[src/hw/ibl_pkg.sv]
/*
 Shared constants for the instrument bus latch bank and its controller:
 bus codes, select assignments, register offsets, fields and timing.
 Assumes a single 40 MHz core clock on both ends.
*/
package ibl_pkg;
   // ----------------------------------------------------------------
   // Bus codes
   // ----------------------------------------------------------------
   localparam logic [2:0] ENA_NIBBLE     = 3'h7;  // Whole-nibble group
   localparam logic [2:0] ENA_BITS       = 3'h6;  // Bit-addressable group
   localparam logic [2:0] SEL_IN_OVL_RD  = 3'h0;
   localparam logic [2:0] SEL_IN_GAIN_A  = 3'h1;
   localparam logic [2:0] SEL_IN_GAIN_B  = 3'h2;
   localparam logic [2:0] SEL_IN_GAIN_C  = 3'h3;
   localparam logic [2:0] SEL_OUT_OVL_RD = 3'h4;  // Also the parity code
   localparam logic [2:0] SEL_OUT_GAIN   = 3'h5;
   localparam logic [2:0] SEL_OUT_OVL_SET = 3'h6;
   localparam logic [2:0] SEL_IN_OVL_SET = 3'h7;
   localparam int         IN_SET_DBIT    = 1;     // Data bit that sets input flag
   localparam logic [3:0] GAIN_MIN       = 4'h0;
   localparam logic       OVL_RST_VAL    = 1'b0;  // Flags start tripped
   // ----------------------------------------------------------------
   // Controller registers (APB, one word each)
   // ----------------------------------------------------------------
   localparam logic [7:0] REG_CMD    = 8'h00;
   localparam logic [7:0] REG_STATUS = 8'h04;
   localparam logic [7:0] REG_CTRL   = 8'h08;
   localparam int CMD_DATA_LSB = 0;
   localparam int CMD_SEL_LSB  = 4;
   localparam int CMD_ENA_LSB  = 8;
   localparam int ST_BUSY      = 0;
   localparam int ST_READBACK  = 1;
   localparam int ST_PARITY    = 2;
   localparam int ST_PAR_FAIL  = 3;
   localparam int ST_PAR_DONE  = 4;
   localparam int ST_POWER_UP  = 5;
   localparam int CT_REPEAT    = 0;
   localparam int CT_PAR_START = 1;
   localparam int CT_PWR_DONE  = 2;
   // ----------------------------------------------------------------
   // Timing
   // ----------------------------------------------------------------
   localparam int CLK_HZ         = 40_000_000;
   localparam int SPF_PERIOD_MS  = 30;
   localparam int SPF_PERIOD_CYC = SPF_PERIOD_MS * (CLK_HZ / 1000);
   localparam int STROBE_CYC     = 3;  // Enable low time per bus code

   typedef enum logic [1:0] {
      C_IDLE   = 2'b00,
      C_STROBE = 2'b01,
      C_WAIT   = 2'b10
   } ibl_ctl_state_e;
endpackage : ibl_pkg

[src/hw/ibl_bus_if.sv]
/*
 Instrument bus between controller and latch bank.
 Assumes both ends share core_clk; no tri-state, readback has own lines.
*/
`timescale 1ns/1ps
interface ibl_bus_if;
   logic [7:0] enableN;          // One line per enable code, active low
   logic [3:0] selectBits;
   logic [3:0] dataBits;         // True-high data
   logic       dataBit0TrueLow;  // Readback, inverted data bit 0
   logic       parityBit;        // Parity readback

   modport dev (input enableN, input selectBits, input dataBits,
                output dataBit0TrueLow, output parityBit);
   modport ctl (output enableN, output selectBits, output dataBits,
                input dataBit0TrueLow, input parityBit);
endinterface : ibl_bus_if

[src/hw/ibl_bus_ctl.sv]
/*
 Controller end of the instrument bus: APB registers, bus strobe
 sequencer, repeated special-function output and power-up parity test.
 Assumes the latch bank runs on the same core_clk.
*/
// Chosen here: the register offsets and the APB slave port.
`timescale 1ns/1ps
module ibl_bus_ctl
   import ibl_pkg::*;
#(
   parameter int unsigned PERIOD_CYC = SPF_PERIOD_CYC
)(
   input  wire logic        core_clk,
   input  wire logic        rst_n,
   input  wire logic        clkEn,
   ibl_bus_if.ctl           bus,
   input  wire logic        psel,
   input  wire logic        penable,
   input  wire logic        pwrite,
   input  wire logic [7:0]  paddr,
   input  wire logic [31:0] pwdata,
   output logic [31:0]      prdata,
   output logic             pready,
   output logic             pslverr
);

   if (PERIOD_CYC <= STROBE_CYC + 1 || PERIOD_CYC >= (1 << 24)) begin : g_chk
      $error("PERIOD_CYC out of range");
   end

   // ----------------------------------------------------------------
   // APB slave: zero wait state, answer prepared in the setup cycle
   // ----------------------------------------------------------------
   logic        pready_q;
   logic        pslverr_q;
   logic [31:0] prdata_q;
   logic        setup;
   logic        wrDone;
   logic        mapped;
   logic        repeat_q;
   logic        powerUp_q;
   logic        parDone_q;
   logic        parFail_q;
   logic        rbLow_q;
   logic        parity_q;
   logic        busy;
   logic [31:0] rdMux;

   assign setup  = psel & ~penable;
   assign wrDone = psel & penable & pready_q & pwrite & ~pslverr_q;
   assign mapped = (paddr == REG_CMD) | (paddr == REG_STATUS) | (paddr == REG_CTRL);
   assign rdMux  = (paddr == REG_STATUS) ?
                   32'({powerUp_q, parDone_q, parFail_q, parity_q, rbLow_q, busy}) :
                   (paddr == REG_CTRL) ? 32'(repeat_q) : 32'h0000_0000;

   always_ff @(posedge core_clk or negedge rst_n) begin
      if (!rst_n) begin
         pready_q  <= 1'b0;
         pslverr_q <= 1'b0;
         prdata_q  <= 32'h0000_0000;
      end else if (clkEn) begin
         pready_q  <= setup;
         pslverr_q <= setup & ~mapped;
         if (setup) prdata_q <= rdMux;
      end
   end

   assign pready  = pready_q;
   assign pslverr = pslverr_q;
   assign prdata  = prdata_q;

   // ----------------------------------------------------------------
   // Bus sequencer
   // ----------------------------------------------------------------
   ibl_ctl_state_e state_q;
   logic [10:0]    cmd_q;
   logic           cmdPend_q;
   logic           parRun_q;
   logic [3:0]     parIdx_q;
   logic [23:0]    cnt_q;
   logic [7:0]     enableN_q;
   logic [3:0]     select_q;
   logic [3:0]     data_q;
   logic           wrCmd;
   logic           wrCtrl;
   logic [10:0]    code;
   logic           lastStrobe;
   logic           parWant;

   assign wrCmd   = wrDone & (paddr == REG_CMD);
   assign wrCtrl  = wrDone & (paddr == REG_CTRL);
   assign busy    = (state_q != C_IDLE) | cmdPend_q | parRun_q;
   // Parity test walks codes 740..74F in order
   assign code    = parRun_q ? {ENA_NIBBLE, 1'b0, SEL_OUT_OVL_RD, parIdx_q} : cmd_q;
   assign lastStrobe = (cnt_q == 24'(STROBE_CYC - 1));
   assign parWant = ^parIdx_q;

   always_ff @(posedge core_clk or negedge rst_n) begin
      if (!rst_n) begin
         state_q   <= C_IDLE;
         cmd_q     <= 11'h000;
         cmdPend_q <= 1'b0;
         repeat_q  <= 1'b0;
         powerUp_q <= 1'b1;
         parRun_q  <= 1'b0;
         parIdx_q  <= 4'h0;
         parDone_q <= 1'b0;
         parFail_q <= 1'b0;
         rbLow_q   <= 1'b1;
         parity_q  <= 1'b0;
         cnt_q     <= 24'h000000;
         enableN_q <= 8'hff;
         select_q  <= 4'h0;
         data_q    <= 4'h0;
      end else if (clkEn) begin
         // A new command is refused while one is pending or running
         if (wrCmd && !busy) begin
            cmd_q     <= pwdata[CMD_ENA_LSB+2:CMD_DATA_LSB];
            cmdPend_q <= 1'b1;
         end
         if (wrCtrl) begin
            repeat_q <= pwdata[CT_REPEAT];
            if (pwdata[CT_PWR_DONE]) powerUp_q <= 1'b0;
            // The data-line test exists only for the power-up window
            if (pwdata[CT_PAR_START] && powerUp_q && !busy) begin
               parRun_q  <= 1'b1;
               parIdx_q  <= 4'h0;
               parDone_q <= 1'b0;
               parFail_q <= 1'b0;
            end
         end
         unique case (state_q)
            C_IDLE: begin
               if (parRun_q || cmdPend_q) begin
                  enableN_q <= ~(8'h01 << code[10:8]);
                  select_q  <= code[7:4];
                  data_q    <= code[3:0];
                  cnt_q     <= 24'h000000;
                  state_q   <= C_STROBE;
               end
            end
            C_STROBE: begin
               cnt_q <= cnt_q + 24'h000001;
               if (lastStrobe) begin
                  enableN_q <= 8'hff;
                  rbLow_q   <= bus.dataBit0TrueLow;
                  parity_q  <= bus.parityBit;
                  if (parRun_q) begin
                     if (bus.parityBit != parWant) parFail_q <= 1'b1;
                     parIdx_q <= parIdx_q + 4'h1;
                     if (parIdx_q == 4'hf) begin
                        parRun_q  <= 1'b0;
                        parDone_q <= 1'b1;
                     end
                     state_q <= C_IDLE;
                  end else if (repeat_q) begin
                     state_q <= C_WAIT;
                  end else begin
                     cmdPend_q <= 1'b0;
                     state_q   <= C_IDLE;
                  end
               end
            end
            C_WAIT: begin
               // All enables stay high between repeated pulses
               cnt_q <= cnt_q + 24'h000001;
               if (!repeat_q) begin
                  cmdPend_q <= 1'b0;
                  state_q   <= C_IDLE;
               end else if (cnt_q == 24'(PERIOD_CYC - 2)) begin
                  state_q <= C_IDLE;
               end
            end
            default: state_q <= C_IDLE;
         endcase
      end
   end

   assign bus.enableN    = enableN_q;
   assign bus.selectBits = select_q;
   assign bus.dataBits   = data_q;

endmodule : ibl_bus_ctl

[src/flat_wrapper.sv]
// flat-port wrapper written by rule: the top's interface ports become plain ports
module ibl_bus_ctl_flat import ibl_pkg::*;
#(
   parameter int unsigned PERIOD_CYC = SPF_PERIOD_CYC
)
  (core_clk, rst_n, clkEn, psel, penable, pwrite, paddr, pwdata, prdata, pready, pslverr, bus_enableN, bus_selectBits, bus_dataBits, bus_dataBit0TrueLow, bus_parityBit);
  ibl_bus_if bus_i ();
  input  wire logic core_clk;
  input  wire logic rst_n;
  input  wire logic clkEn;
  input  wire logic psel;
  input  wire logic penable;
  input  wire logic pwrite;
  input  wire logic [7:0] paddr;
  input  wire logic [31:0] pwdata;
  output logic [31:0] prdata;
  output logic pready;
  output logic pslverr;
  output wire logic [$bits(bus_i.enableN)-1:0] bus_enableN;
  output wire logic [$bits(bus_i.selectBits)-1:0] bus_selectBits;
  output wire logic [$bits(bus_i.dataBits)-1:0] bus_dataBits;
  input wire logic [$bits(bus_i.dataBit0TrueLow)-1:0] bus_dataBit0TrueLow;
  input wire logic [$bits(bus_i.parityBit)-1:0] bus_parityBit;
  assign bus_enableN = bus_i.enableN;
  assign bus_selectBits = bus_i.selectBits;
  assign bus_dataBits = bus_i.dataBits;
  assign bus_i.dataBit0TrueLow = bus_dataBit0TrueLow;
  assign bus_i.parityBit = bus_parityBit;
  ibl_bus_ctl #(.PERIOD_CYC(PERIOD_CYC)) u_core (.core_clk(core_clk), .rst_n(rst_n), .clkEn(clkEn), .bus(bus_i), .psel(psel), .penable(penable), .pwrite(pwrite), .paddr(paddr), .pwdata(pwdata), .prdata(prdata), .pready(pready), .pslverr(pslverr));
endmodule
[config.mk]
export PLATFORM = sky130hd
export DESIGN_NAME = ibl_bus_ctl_flat
export DESIGN_NICKNAME = d
export VERILOG_FILES = /design/src/hw/ibl_pkg.sv /design/src/hw/ibl_bus_if.sv /design/src/hw/ibl_bus_ctl.sv /design/src/flat_wrapper.sv
export SDC_FILE = /design/constraint.sdc
export NUM_CORES = 1
export LEC_CHECK = 0
export BUFFER_PORTS_ARGS = -buffer_cell sky130_fd_sc_hd__buf_2
export CAP_MARGIN = 20
export CORE_MARGIN = 2
export CORE_UTILIZATION = 30
export CTS_CLUSTER_DIAMETER = 200
export DETAILED_ROUTE_END_ITERATION = 10
export PLACE_DENSITY = 0.62
export REMOVE_ABC_BUFFERS = 1
export SLEW_MARGIN = 20
export SYNTH_ARGS = -nofsm -noshare
export SYNTH_HDL_FRONTEND = slang
export SYNTH_SLANG_ARGS = --single-unit
export TNS_END_PERCENT = 10
[constraint.sdc]
create_clock -name core_clk -period 4 [get_ports core_clk]
set_input_delay 0.2 -clock core_clk [delete_from_list [all_inputs] [get_ports core_clk]]
set_output_delay 0.2 -clock core_clk [all_outputs]
set_load 0.01 [all_outputs]
**Yosys cells after proc, flatten, opt, wreduce, memory -nomap -nowiden**

Cells that the tools add are included.

- Bitwise logic cells: 16
- Eq/ne operators: 11
- Add/sub/neg operators: 2
- Shift-type cells: 1
- Reduce and logical (&&, ||, !) cells: 21
- Mux-type cells: 43

Operators with widths:

| kind | number |
|---|---|
| $pmux W24 S2 | 1 |
| $mux W32 | 1 |
| $add A24 B1 Y24 const B | 1 |
| $eq A24 B2 Y1 const B | 1 |
| $eq A24 B21 Y1 const B | 1 |
| $mux W24 | 1 |
| $mux W1 | 23 |
| $mux W4 | 5 |
| $mux W8 | 2 |
| $pmux W8 S2 | 1 |
| $mux W2 | 6 |
| $reduce_and A3 Y1 | 4 |
| $mux W11 | 1 |
| $and A1 B1 Y1 | 8 |
| $eq A8 B3 Y1 const B | 1 |
| $eq A8 B4 Y1 const B | 1 |
| $logic_not A8 Y1 | 1 |
| $not A8 Y8 | 1 |
| $reduce_and A4 Y1 | 2 |
| $shl A1 B3 Y8 const A | 1 |
| $pmux W2 S3 | 1 |
| $reduce_and A2 Y1 | 3 |
| $reduce_bool A2 Y1 | 3 |
| $add A4 B1 Y4 const B | 1 |
| 15 further kinds | 23 |

- Bits in registers: 99
- Output and inout port bits: 50
- Input bits: 48
- Word-level logic and storage cells: 112

**Longest topological paths before layout**

- Depth after elaboration: 11
- Depth in mapped cells: 8

**Least setup slack after synthesis**

No wires, ideal clock.

- Kind: register to register
- Start: reg u_core.state_q[0]
- End: reg u_core.cmd_q[3]
- Stages on the path, launching flop included: 8
- Period minus slack after synthesis: 2171 ps
- Data arrival time: 2046 ps
- Required time: 3875 ps
- Setup slack: 1829 ps
- Buffers on the path: 1
- Cells stage by stage: dfrtp_1 > inv_1 > ha_1 > or3b_2 > nor3_1 > and4bb_2 > buf_2 > mux2_2

- Longest elaborated chain between the ends: 6

RTL lines:

| element | RTL line | RTL |
|---|---|---|
| from (decl) | ibl_bus_ctl.sv:75 | `ibl_ctl_state_e state_q;` |
| from (signal assigned) | ibl_bus_ctl.sv:100 | `state_q <= C_IDLE;` |
| from (signal assigned) | ibl_bus_ctl.sv:139 | `state_q <= C_STROBE;` |
| from (signal assigned) | ibl_bus_ctl.sv:155 | `state_q <= C_IDLE;` |
| $reduce_bool A2 Y1 | ibl_bus_ctl.sv:92 | `assign busy = (state_q != C_IDLE) \| cmdPend_q \| parRun_q;` |
| $or A1 B1 Y1 (2 in a row) | ibl_bus_ctl.sv:92 |  |
| $logic_not A1 Y1 | ibl_bus_ctl.sv:117 | `if (wrCmd && !busy) begin` |
| $logic_and A1 B1 Y1 | ibl_bus_ctl.sv:117 |  |
| $reduce_and A2 Y1 (no line) | - |  |
| to (signal assigned) | ibl_bus_ctl.sv:118 | `cmd_q <= pwdata[CMD_ENA_LSB+2:CMD_DATA_LSB];` |
| to (decl) | ibl_bus_ctl.sv:76 | `logic [10:0] cmd_q;` |

Every way passes these cells.
A chain may end at the register's enable or synchronous reset.

**Worst setup path in the final report**

- Start: reg u_core.state_q[0]
- End: reg u_core.parIdx_q[1]

- Longest elaborated chain between the ends: 10
- Elaborated cells on any way between the ends: 11

RTL lines:

| element | RTL line | RTL |
|---|---|---|
| $reduce_bool A2 Y1 | ibl_bus_ctl.sv:92 |  |
| $or A1 B1 Y1 (2 in a row) | ibl_bus_ctl.sv:92 |  |
| $logic_not A1 Y1 | ibl_bus_ctl.sv:125 | `if (pwdata[CT_PAR_START] && powerUp_q && !busy) begin` |
| $logic_and A1 B1 Y1 | ibl_bus_ctl.sv:125 |  |
| $mux W4 | ibl_bus_ctl.sv:125 |  |
| $mux W4 | ibl_bus_ctl.sv:121 | `if (wrCtrl) begin` |
| $mux W4 | ibl_bus_ctl.sv:148 | `if (parRun_q) begin` |
| $mux W4 | ibl_bus_ctl.sv:144 | `if (lastStrobe) begin` |
| $mux W4 * | ibl_bus_ctl.sv:132 | `unique case (state_q)` |
| to (signal assigned) | ibl_bus_ctl.sv:150 | `parIdx_q <= parIdx_q + 4'h1;` |
| to (decl) | ibl_bus_ctl.sv:79 | `logic [3:0] parIdx_q;` |

Mark *: on every way between the ends. The rest lies on a longest branch, timed or not.

==> results.md <==
* Power, Total at 2.14 mW
* Placed inst area at 4160 um2
* Die X at 117 um
* Worst-path clk slew at 0.06 ns
* CP Capture Type: register
* CTS tree: built
* Ant diodes at 0
* Fin Setup TNS at 0 ns
* Leakage Power at 1.94 nW
* Post-synth EDFFs at 0
* DR iter-0 viols at 168
* Drt pass-1 iters at 4
* Final setup fails at 0
* Final instance area at 4480 um2
* Clock tree sinks at 73
* Die Ht at 117 um
* Tmin final at 2.75 ns
* CTS H-tree lvls at 3
* WP data required at 4.21 ns
* Vias in the first global route at 2,812
* Commonest non-fill, non-tap cells in the layout: dfrtp_1 (63), buf_2 (50), nand2_1 (32)
* Mapped cell area at 3840 um2
* Fill cell count at 1,238
* CP Launch Type: register
* Warnings, synthesis at 0
* CP max FO at 13
* Top Ports at 98
* Register area share after synthesis at 0.479
* Clock root buffer: clkbuf_16
* Multi-input gate area at 1760 um2
* Worst Hold Class: input port to register
* Register area at 1840 um2
* WL/cell at 13.7 um
* Synth unique cells at 53
* Initial antenna violation count at 0
* Status: complete, no violations
* Final hold violation count at 0
* Maximum vdd drop at 0.221 mV
* Crit Path Class: register to register
* Dpl hpwl at 5860 um
* Drt via density at 4.90
* Crit path DAT at 2.96 ns
* Layout cells sized above 1 at 0.236
* Tcrit/Tclk final at 0.687
* Number of setup buffers added after CTS at 0
* Routability Congestion at 0.803
* Clock Latency Late Sink at 0.33 ns
* FF-to-FF setup slack at 1.25 ns
* IO Port Bufs at 50
* Seq cells post-synth at 73
* Initial Util at 0.305
* Max Root-Sink Buffers at 2
* RSZ-0062 raised after global routing: no
* Fmax at 364 MHz
* Hold Path Depth at 2
* Row cnt at 41
* Power density cells at 476 nW/um2
* First-pass GRT wire length at 13,700 um
* Remaining DRCs at 0
* Post-Synthesis Cells at 385
* Gr ovfl total at 0
* DIE AREA at 13,700 um2
* Min Hold Slack at 0.0282 ns
* Synthesized area per cell at 9.97 um2
* Area Growth Syn to Fin at 16.8%
* Fin nets at 491
* GRT Overall Usage at 0.126
* Largest net degree at the start of global routing at 44
* Max_cap viols at 0
* Final wirelength at 8370 um
* R2R cell count at 7
* Slew margin rel. at 0.408
* Post-route ant nets at 0
* Via count at 2,998
* Most common cell after layout, fill and taps aside: dfrtp_1
* Skew final at 0.00599 ns
* Ys async rst share at 1.00
* Worst Max-Slew Pin Slew at 0.880 ns
* Max Slew Vio Count at 0
* Core Box Area at 12,600 um2
* Clock buffer count from CTS at 9
* Top_reg_cell synth: dfrtp_1
metrics by stage:
step / worst slack [ns] / util / cells
floorplan: 1.62 / - / 370
global placement: 1.40 / 0.331 / 594
detailed placement: 1.32 / 0.331 / 594
CTS: 1.27 / 0.356 / 611
global route: 1.08 / 0.357 / 612
finish: 1.25 / 0.357 / 612
routing by layer:
layer | global-route usage | up-vias | part of all wire
met5 | 0 | - | 0
met4 | 0.0447 | 0 | 0.014
met3 | 0.0294 | 13 | 0.056
met2 | 0.193 | 85 | 0.47
met1 | 0.176 | 1479 | 0.46
li1 | - | 1421 | -
logic make-up after synthesis:
kind of cell,count (synthesis),share of synthesized area
compound gates,68,0.113
xor+xnor,17,0.0388
fa+ha+maj,8,0.0261
buf+inv,60,0.0867
flops,73,0.479
mux,19,0.0541
other cells,1,0.000977
simple gates,139,0.201
path summary, 6_finish.rpt:
kind	endpoint	start
setup / recovery	u_core.parIdx_q[1]$_DFFE_PN0P_	u_core.state_q[0]$_DFFE_PN0P_
hold / removal	u_core.powerUp_q$_DFFE_PN1P_	pwdata[2]
setup reg to reg	u_core.parIdx_q[1]$_DFFE_PN0P_	u_core.state_q[0]$_DFFE_PN0P_
hold reg to reg	u_core.powerUp_q$_DFFE_PN1P_	u_core.powerUp_q$_DFFE_PN1P_
max in group asynchronous	u_core.bus.enableN[7]$_DFFE_PN1P_	rst_n
min in group asynchronous	u_core.prdata[0]$_DFFE_PN0P_	rst_n
sequential cells by signal (all words and copies together), names as in the netlist, 2 cells and up:
signal and flops:
u_core.bus.dataBits 4, u_core.state_q 2, u_core.bus.enableN 8, u_core.prdata 6, u_core.bus.selectBits 4, u_core.parIdx_q 4
u_core.cmd_q 11, u_core.cnt_q 24
synth_stat cells, drive strengths merged, types with 4 or more instances:
library cell	n	area [um2]
dfstp	10	263
clkbuf	10	37.5
mux2i	5	50.1
xnor2	17	149
nor4	18	159
nand4b	4	35.0
dfrtp	63	1580
nand4	7	43.8
nor2	27	101
nor3	12	60.1
mux2	14	158
or3	5	31.3
nand3	17	85.1
inv	19	71.3
a21oi	13	65.1
o21ai	28	140
a22o	5	43.8
ha	8	100
nand2	32	120
buf	30	220
critical path: stages (launching register included):
cell     delay [ns]
dfrtp_1        0.40
inv_1          0.13
ha_1           0.46
nor3b_1        0.63
nand4_1        0.20
nor4_1         0.48
o21a_1         0.24
o21ai_0        0.09
area by class of cell:
type / count / share of cell area
Sequential cell: 73 / 0.410
Clock buffer: 10 / 0.0511
Inverter: 20 / 0.0167
Timing Repair Buffer: 54 / 0.0631
Tap cell: 172 / 0.0480
Multi-Input combinational cell: 277 / 0.393
Clock inverter: 6 / 0.0184
timing repair:
item | in CTS | in global routing
resized for setup | 0 | 0
hold endpoints to repair | 28 | 0
hold buffers | 1 | 0
power by group:
part / switching (mW) / total, mW / internal (mW) / leakage (nW)
clock: 0.305 / 0.848 / 0.543 / 0.152
sequential: 0.0627 / 0.899 / 0.836 / 0.923
combinational: 0.234 / 0.389 / 0.155 / 0.862
Note: power is estimated with default switching activity, not from simulation.
